===== config.mk =====
export PLATFORM = sky130hd
export DESIGN_NAME = scs_spi_unit
export DESIGN_NICKNAME = d
export VERILOG_FILES = /design/src/common/scs_pkg.sv /design/src/rtl/scs_spi_unit.sv
export SDC_FILE = /design/constraint.sdc
export NUM_CORES = 1
export LEC_CHECK = 0
export BUFFER_PORTS_ARGS = -buffer_cell sky130_fd_sc_hd__buf_2
export CORE_ASPECT_RATIO = 0.9
export CORE_UTILIZATION = 58
export CTS_BUF_LIST = sky130_fd_sc_hd__clkbuf_4
export CTS_CLUSTER_SIZE = 40
export DETAILED_ROUTE_END_ITERATION = 16
export PLACE_DENSITY = 0.9
export SYNTH_ARGS = -nofsm -noshare
export SYNTH_HDL_FRONTEND = slang
export SYNTH_SLANG_ARGS = --single-unit

===== constraint.sdc =====
create_clock -name clock -period 3.35 [get_ports clock]
set_input_delay 0.1675 -clock clock [delete_from_list [all_inputs] [get_ports clock]]
set_output_delay 0.1675 -clock clock [all_outputs]
set_load 0.02 [all_outputs]

===== src/common/scs_pkg.sv =====
package scs_pkg;

  // register indices; the byte address is four times the index
  localparam logic [7:0] TX_IDX       = 8'h29;
  localparam logic [7:0] RX_IDX       = 8'h2A;
  localparam logic [7:0] CTL_IDX      = 8'h2B;
  localparam int         ADDR_W       = 10;
  localparam logic [9:0] TX_ADDR      = {TX_IDX, 2'b00};
  localparam logic [9:0] RX_ADDR      = {RX_IDX, 2'b00};
  localparam logic [9:0] CTL_ADDR     = {CTL_IDX, 2'b00};

  // field positions in serial_control_status
  localparam int         LSB_BIT      = 7;
  localparam int         OVR_BIT      = 6;
  localparam int         CMPLT_BIT    = 5;
  localparam int         TBE_BIT      = 4;
  localparam int         RXF_BIT      = 3;
  localparam int         CPHA_BIT     = 2;
  localparam int         CPOL_BIT     = 1;
  localparam int         EN_BIT       = 0;

  // values after reset, and the count of the last bit of a byte
  localparam logic [7:0] DATA_RST     = 8'h00;
  localparam logic [2:0] BITCNT_RST   = 3'h0;
  localparam logic [2:0] BITCNT_LAST  = 3'h7;

  // configuration bits that software writes
  typedef struct packed {
    logic lsb_first;
    logic cpha;
    logic cpol;
    logic en;
  } scs_cfg_t;

  localparam scs_cfg_t CFG_RST = '{lsb_first: 1'b0, cpha: 1'b0, cpol: 1'b0, en: 1'b0};

  // shifter occupancy
  typedef enum logic [1:0] {
    SH_IDLE   = 2'b01,
    SH_LOADED = 2'b10
  } scs_sh_t;

endpackage


===== src/rtl/scs_spi_unit.sv =====
// Our own choice: the Avalon-MM slave port.
`timescale 1ns/1ns
// Operation
// RULE1: bytes shift out and in msb first when the order bit is 0, lsb first when it is 1.
// RULE2: software leaves order, phase and polarity alone while enabled, but may set them with enable.
// RULE3: overrun sets when a received byte lands while the previous one is unread; a control read clears it.
// RULE4: complete sets once all eight clocks of a byte have passed; a control read clears it. Here it sets at the eighth sample edge, mid-clock in phase 0.
// RULE5: transmit empty reads 1 after reset and while disabled; a transmit write clears it.
// RULE6: the transmit empty event fires only once a written byte has moved into the shifter.
// RULE7: receive full sets when a byte lands in the receive register; a receive read clears it.
// RULE8: phase 0 samples on the leading edge and changes on trailing; phase 1 the other way round.
// RULE9: polarity 0 means the serial clock idles low, polarity 1 that it idles high.
// RULE10: the serial function works only while the enable bit is 1.
// RULE11: a write-only byte register supplies the next byte to send.
// RULE12: a read-only byte register returns the last received byte.
// RULE13: each transfer is eight bits; an idle shifter takes a waiting byte.
module scs_spi_unit
  import scs_pkg::*;
(
  // clock and reset
  input  wire logic              clock,
  input  wire logic              rst,
  // avalon-mm slave
  input  wire logic [ADDR_W-1:0] avs_address,
  input  wire logic              avs_read,
  input  wire logic              avs_write,
  input  wire logic [31:0]       avs_writedata,
  input  wire logic [3:0]        avs_byteenable,
  output logic      [31:0]       avs_readdata,
  output logic                   avs_waitrequest,
  // serial link, partner drives the clock
  input  wire logic              spi_sclk,
  input  wire logic              spi_ss_n,
  input  wire logic              spi_mosi,
  output logic                   spi_miso,
  output logic                   spi_miso_oe,
  // transmit empty event level
  output logic                   tx_empty_event
);

  logic [31:0] readdata_reg;
  logic        wait_reg;
  scs_cfg_t    cfg_reg;
  logic        ovr_reg, cmplt_reg, tbe_reg, rxf_reg, armed_reg;
  logic [7:0]  tx_buf_reg, rx_buf_reg, tx_sh_reg, rx_sh_reg;
  logic [2:0]  bitcnt_reg;
  scs_sh_t     sh_reg;
  logic        sclk_meta, sclk_sync, sclk_prev;
  logic        ss_meta, ss_sync, mosi_meta, mosi_sync;
  logic        miso_reg, miso_oe_reg;

  // bus decode; an access takes effect at the edge where waitrequest is seen low
  logic acc, rd_ctl, rd_rx, wr_ctl, wr_tx;
  assign acc    = (avs_read | avs_write) & ~wait_reg;
  assign rd_ctl = acc & avs_read & (avs_address == CTL_ADDR);
  assign rd_rx  = acc & avs_read & (avs_address == RX_ADDR);
  assign wr_ctl = acc & avs_write & (avs_address == CTL_ADDR) & avs_byteenable[0];
  assign wr_tx  = acc & avs_write & (avs_address == TX_ADDR) & avs_byteenable[0];

  // one wait cycle per access; read data is captured in it
  always_ff @(posedge clock) begin
    if (rst) begin
      wait_reg <= 1'b1;
    end else begin
      wait_reg <= ~((avs_read | avs_write) & wait_reg);
    end
  end

  // unmapped and write-only addresses read as zero
  always_ff @(posedge clock) begin
    if (rst) begin
      readdata_reg <= 32'h0000_0000;
    end else if (avs_read & wait_reg) begin
      readdata_reg <= 32'h0000_0000;
      if (avs_address == CTL_ADDR) begin
        readdata_reg[7:0] <= {cfg_reg.lsb_first, ovr_reg, cmplt_reg, tbe_reg,
                              rxf_reg, cfg_reg.cpha, cfg_reg.cpol, cfg_reg.en};
      end else if (avs_address == RX_ADDR) begin
        // RULE12: last received byte
        readdata_reg[7:0] <= rx_buf_reg;
      end
    end
  end

  // configuration; the block trusts software not to change mode bits while enabled
  // RULE2: mode written with enable
  always_ff @(posedge clock) begin
    if (rst) begin
      cfg_reg <= CFG_RST;
    end else if (wr_ctl) begin
      cfg_reg <= '{lsb_first: avs_writedata[LSB_BIT], cpha: avs_writedata[CPHA_BIT],
                   cpol: avs_writedata[CPOL_BIT], en: avs_writedata[EN_BIT]};
    end
  end

  // two-flop synchronisers for the pins
  always_ff @(posedge clock) begin
    if (rst) begin
      sclk_meta <= 1'b0;
      sclk_sync <= 1'b0;
      sclk_prev <= 1'b0;
      ss_meta   <= 1'b1;
      ss_sync   <= 1'b1;
      mosi_meta <= 1'b0;
      mosi_sync <= 1'b0;
    end else begin
      sclk_meta <= spi_sclk;
      sclk_sync <= sclk_meta;
      sclk_prev <= sclk_sync;
      ss_meta   <= spi_ss_n;
      ss_sync   <= ss_meta;
      mosi_meta <= spi_mosi;
      mosi_sync <= mosi_meta;
    end
  end

  // edge roles follow polarity and phase
  logic active, lead, trail, sample, change, byte_done, load, out_bit;
  logic [7:0] rx_new;
  assign active = cfg_reg.en & ~ss_sync;
  // RULE9: leading edge leaves the idle level
  assign lead   = (sclk_prev == cfg_reg.cpol) & (sclk_sync != cfg_reg.cpol);
  assign trail  = (sclk_prev != cfg_reg.cpol) & (sclk_sync == cfg_reg.cpol);
  // RULE8: sample and change edges
  assign sample = active & (cfg_reg.cpha ? trail : lead);
  assign change = active & (cfg_reg.cpha ? lead : trail);
  // RULE13: eighth sample closes the byte
  assign byte_done = sample & (bitcnt_reg == BITCNT_LAST);
  // RULE1: order of the incoming bits
  assign rx_new  = cfg_reg.lsb_first ? {mosi_sync, rx_sh_reg[7:1]} : {rx_sh_reg[6:0], mosi_sync};
  assign out_bit = cfg_reg.lsb_first ? tx_sh_reg[0] : tx_sh_reg[7];
  // RULE13: idle shifter takes a waiting byte between bytes only
  assign load    = cfg_reg.en & (sh_reg == SH_IDLE) & ~tbe_reg & (bitcnt_reg == BITCNT_RST);

  // bit counter; a deselect mid-byte drops the partial byte
  always_ff @(posedge clock) begin
    if (rst | ~active) begin
      bitcnt_reg <= BITCNT_RST;
    end else if (sample) begin
      bitcnt_reg <= bitcnt_reg + 3'h1;
    end
  end

  // shifter occupancy
  always_ff @(posedge clock) begin
    if (rst | ~cfg_reg.en) begin
      sh_reg <= SH_IDLE;
    end else begin
      unique case (sh_reg)
        SH_IDLE:   if (load) begin
          sh_reg <= SH_LOADED;
        end
        SH_LOADED: if (byte_done) begin
          sh_reg <= SH_IDLE;
        end
      endcase
    end
  end

  // transmit shifter; a change edge at count zero keeps the bit in place, the first of a byte in phase 1 and the last in phase 0
  always_ff @(posedge clock) begin
    if (rst | ~cfg_reg.en) begin
      tx_sh_reg <= DATA_RST;
    end else if (load) begin
      tx_sh_reg <= tx_buf_reg;
    end else if (change & (bitcnt_reg != BITCNT_RST)) begin
      // RULE1: order of the outgoing bits
      tx_sh_reg <= cfg_reg.lsb_first ? {1'b0, tx_sh_reg[7:1]} : {tx_sh_reg[6:0], 1'b0};
    end
  end

  // receive shifter and buffer
  always_ff @(posedge clock) begin
    if (rst) begin
      rx_sh_reg  <= DATA_RST;
      rx_buf_reg <= DATA_RST;
    end else if (sample) begin
      rx_sh_reg <= rx_new;
      if (byte_done) begin
        rx_buf_reg <= rx_new;
      end
    end
  end

  // transmit buffer
  // RULE11: write-only transmit register
  always_ff @(posedge clock) begin
    if (rst) begin
      tx_buf_reg <= DATA_RST;
    end else if (wr_tx & cfg_reg.en) begin
      tx_buf_reg <= avs_writedata[7:0];
    end
  end

  // status flags; set beats clear, and a control read clears only the bits it returned
  always_ff @(posedge clock) begin
    if (rst) begin
      ovr_reg   <= 1'b0;
      cmplt_reg <= 1'b0;
      rxf_reg   <= 1'b0;
    end else begin
      // RULE3: overrun on unread receive byte
      ovr_reg   <= (byte_done & rxf_reg) | (ovr_reg & ~(rd_ctl & readdata_reg[OVR_BIT]));
      // RULE4: completion at the eighth sample edge, which ends the last clock in phase 1 only
      cmplt_reg <= byte_done | (cmplt_reg & ~(rd_ctl & readdata_reg[CMPLT_BIT]));
      // RULE7: receive full set and cleared
      rxf_reg   <= byte_done | (rxf_reg & ~rd_rx);
    end
  end

  // transmit empty flag and its event
  always_ff @(posedge clock) begin
    if (rst | ~cfg_reg.en) begin
      // RULE5: empty while disabled
      tbe_reg   <= 1'b1;
      armed_reg <= 1'b0;
    end else begin
      // RULE5: transmit write clears empty
      // a write on the load edge leaves its new byte waiting, so the write wins there
      tbe_reg   <= (load | tbe_reg) & ~wr_tx;
      // RULE6: event only after a byte reached the shifter
      armed_reg <= (load | armed_reg) & ~wr_tx;
    end
  end

  // output pin drive, registered; quiet while disabled or deselected
  // RULE10: serial side inactive when disabled
  always_ff @(posedge clock) begin
    if (rst) begin
      miso_reg    <= 1'b0;
      miso_oe_reg <= 1'b0;
    end else begin
      miso_reg    <= active & out_bit;
      miso_oe_reg <= active;
    end
  end

  assign avs_readdata    = readdata_reg;
  assign avs_waitrequest = wait_reg;
  assign spi_miso        = miso_reg;
  assign spi_miso_oe     = miso_oe_reg;
  assign tx_empty_event  = armed_reg;

  a_order_bit: assert property (@(posedge clock) disable iff (rst) // RULE1
    active |=> spi_miso == (cfg_reg.lsb_first ? $past(tx_sh_reg[0]) : $past(tx_sh_reg[7])))
    else $error("miso does not follow bit order");
  a_ovr_set: assert property (@(posedge clock) disable iff (rst) // RULE3
    (byte_done & rxf_reg) |=> ovr_reg)
    else $error("overrun not set");
  a_cmplt_set: assert property (@(posedge clock) disable iff (rst) // RULE4
    byte_done |=> cmplt_reg ##1 (cmplt_reg | $past(rd_ctl)))
    else $error("complete not set or lost");
  a_tbe_disabled: assert property (@(posedge clock) disable iff (rst) // RULE5
    ~cfg_reg.en |=> tbe_reg)
    else $error("tx empty low while disabled");
  a_tbe_write: assert property (@(posedge clock) disable iff (rst) // RULE5
    (wr_tx & cfg_reg.en & ~wr_ctl) |=> ~tbe_reg)
    else $error("tx write did not clear empty");
  a_event_gate: assert property (@(posedge clock) disable iff (rst) // RULE6
    tx_empty_event |-> tbe_reg)
    else $error("event without empty buffer");
  a_rxf_set: assert property (@(posedge clock) disable iff (rst) // RULE7
    byte_done |=> rxf_reg && rx_buf_reg == $past(rx_new))
    else $error("receive full or data wrong");
  a_sample_edge: assert property (@(posedge clock) disable iff (rst) // RULE8
    sample |-> ($past(sclk_sync) != sclk_sync) && (sclk_sync == (cfg_reg.cpha ~^ cfg_reg.cpol)))
    else $error("sample on wrong edge");
  a_quiet_off: assert property (@(posedge clock) disable iff (rst) // RULE10
    ~cfg_reg.en |=> ~spi_miso_oe ##1 (~spi_miso_oe | $past(cfg_reg.en)))
    else $error("miso driven while disabled");
  a_load_byte: assert property (@(posedge clock) disable iff (rst) // RULE13
    (load & ~wr_ctl) |=> sh_reg == SH_LOADED && tbe_reg == !$past(wr_tx) && tx_sh_reg == $past(tx_buf_reg))
    else $error("shifter did not take waiting byte");

endmodule


==> run metrics <==
outcome finished clean; Final setup viols 0; sequential area share after synthesis 41.14%; hold path start avs_writedata[3]; register area about 1300 um2; full die area roughly 5700 um2; final-report max-slew violation count 0; IO Port Bufs 37; DP HPWL 4613 um; Clock Power Share 40.0%; Post-synth EDFFs 0; reg2reg start cfg_reg[0]; Routed Antenna Nets 0; critical path peak fanout 20; R2R cell count 6; Fin. Hold Viols 0; Pleak 1.275 nW; site row count 24; Clock transition at path regs 0.11 ns; final core area utilization 67.86%; final setup TNS 0 ns; Hold Path Stages 3; final RePlAce weighted congestion 0.8569; ys async rst share 0%; Placeable Area ~5000 um2; MaxCap Viol Count 0; Vias approximately 2700; # nets final between 400 and 500; Fmax 0.4907 GHz; fill cell count ~400; Flop pwr share 52.5%; vias per cell 6.066; ranking of synthesized cells by area dfxtp_1, mux2i_1, a21oi_1; Post-Syn Area per Cell 9.269 um2; Longest Clk Path Bufs 2; final worst path period need just over 2 ns; pin count of the biggest net entering global routing 42; initial antenna violation count 0; WL/cell 16.09 um; Initial DRT Pass Iterations 5; post-synth top area cell dfxtp_1; Initial Util between 60 and 70%; H-tree depth 3; I/O pin count 89; total wire length 7031 um; Post-Syn Instances 336; Ys Warns 0; critical setup path kind flip-flop to flip-flop; worst-case hold slack 0.02405 ns; layout cells sized above 1 18.82%; post-synth cell types 47; Clk Latency, worst-skew pair 0.42 ns; area of the multi-input gates roughly 1600 um2; Final Skew 0.01607 ns; Comb power frac 7.5%; drt drc 0; Die W 79.24 um; worst hold endpoint tx_buf_reg[3]; Final period util 60.84%; Pwr Density 436.3 nW/um2; R2R Setup Slk 1.31 ns; vias in the first global route 2354; Pwr Total between 0.001 and 0.0015 W; CTS Sinks 64; CTS tree done; P_int 0.001131 W; final std cells w/o fill 437; Worst EP arrival 2.34 ns; Root Driver clkbuf_4; RSZ-0062 raised after global routing no; global-route wire length before repair 11440 um; Startpoint Class flip-flop; Worst setup EP type flip-flop; DR iter-0 viols 345; Net Sw Frac 23.85%; Num CTS Buffers 9; Worst-Margin Slew 0.7631 ns; post-cts sizing count 0; Req. time, crit path roughly 3.7 ns; Inst Count DP 416; most frequent cells in the layout dfxtp_1, a21oi_1, buf_2; Slew HR 49.13%; worst vdd ir 298.2 uV; Hold Path Class input pin to flip-flop; Overflow after GRT 0; Cell Area, Synth just over 3000 um2; reg2reg end rx_buf_reg[4]; #FFs+latches synth 64; Layout area overhead 9.281%; Die Height 71.52 um; share of the synthesized area in the top cell type 41.14%; most common library cell in the layout ignoring fill and taps dfxtp_1; Tot GR Track Use 26.23%; commonest register cell after synthesis dfxtp_1; Net Switching around 0.00035 W; Ant. Diodes 0
stage by stage:
stage	area (um2)	setup slack, ns
detailed placement	3194	1.362
global placement	3194	1.488
floorplan	3201	1.667
CTS	3403	1.352
global route	3403	1.178
finish	3403	1.312
what timing repair did:
action | CTS | global route
buffers inserted | 0 | 0
hold endpoints to repair | 4 | 0
hold buffers | 5 | 0
per-layer routing:
metal	part of all wire [%]	GRT usage, %	vias up	wire, um
met4	0.95	7.475	0	67
met1	44	34.67	1237	3112
met5	0	0	-	0
met2	47	40.71	145	3297
met3	7.9	9.045	13	553
li1	-	-	1256	-
worst max-delay path by stage:
| stage | start | depth (start not counted) | end |
|---|---|---|---|
| 6_report | cfg_reg[0] | 6 | rx_buf_reg[4] |
| 5_1_grt | cfg_reg[0] | 6 | rx_buf_reg[3] |
| 4_1_cts | cfg_reg[0] | 6 | rx_buf_reg[4] |
| 3_5_place_dp | cfg_reg[0] | 6 | rx_buf_reg[4] |
| 3_3_place_gp | cfg_reg[0] | 6 | rx_buf_reg[7] |
| 2_1_floorplan | bitcnt_reg[0] | 8 | tx_sh_reg[1] |
worst max-delay path, cell delays in order, from the launching register on:
cell,delay [ns]
dfxtp_1,0.33
buf_4,0.20
inv_1,0.20
nor2_1,0.42
buf_4,0.34
a31oi_1,0.11
a311oi_1,0.31
cells in the mapped netlist, types with 2 or more instances:
cell type  count
dfxtp_1       64
a21oi_1       42
buf_4         26
mux2i_1       23
o21ai_0       21
nand2_1       19
nand3_1       12
buf_2         11
clkbuf_1      10
a211oi_1       8
a31oi_1        8
nand4b_1       8
o31ai_1        8
o211ai_1       7
a311oi_1       6
inv_1          6
nor2b_1        6
nor2_1         5
nand2b_1       4
and3_1         3
ha_1           3
a22o_1         2
a311oi_2       2
a32o_1         2
and3b_1        2
and4_1         2
and4b_1        2
nand4_1        2
nor2_2         2
nor4b_4        2
or2_2          2
logic make-up after synthesis:
group,after synthesis,share of synthesized area [%]
AO/OA/AOI/OAI,110,22.74
AND/OR/NAND/NOR,78,16.07
flip-flops,64,41.14
buffers and inverters,55,10.45
multiplexers,24,7.754
adder cells (fa/ha/maj),3,1.205
other,1,0.1204
XOR/XNOR,1,0.5224
cell type report:
class	count	area share [%]
Multi-Input combinational cell	240	46.84
Sequential cell	64	37.65
Timing Repair Buffer	46	7.794
Clock buffer	12	2.647
Tap cell	65	2.390
Clock inverter	4	2.022
Inverter	6	0.6618
power groups by stage:
stage	registers (W)	clock network, W	logic [W]
after floorplan	0.000803	0	0.0000818
after global placement	0.000795	0	0.000101
after detailed placement	0.000796	0	0.000104
after CTS	0.000779	0.000608	0.000109
after global routing	0.000781	0.000641	0.000119
final	0.000779	0.000595	0.000111
Power figures use the tool's default switching activity.
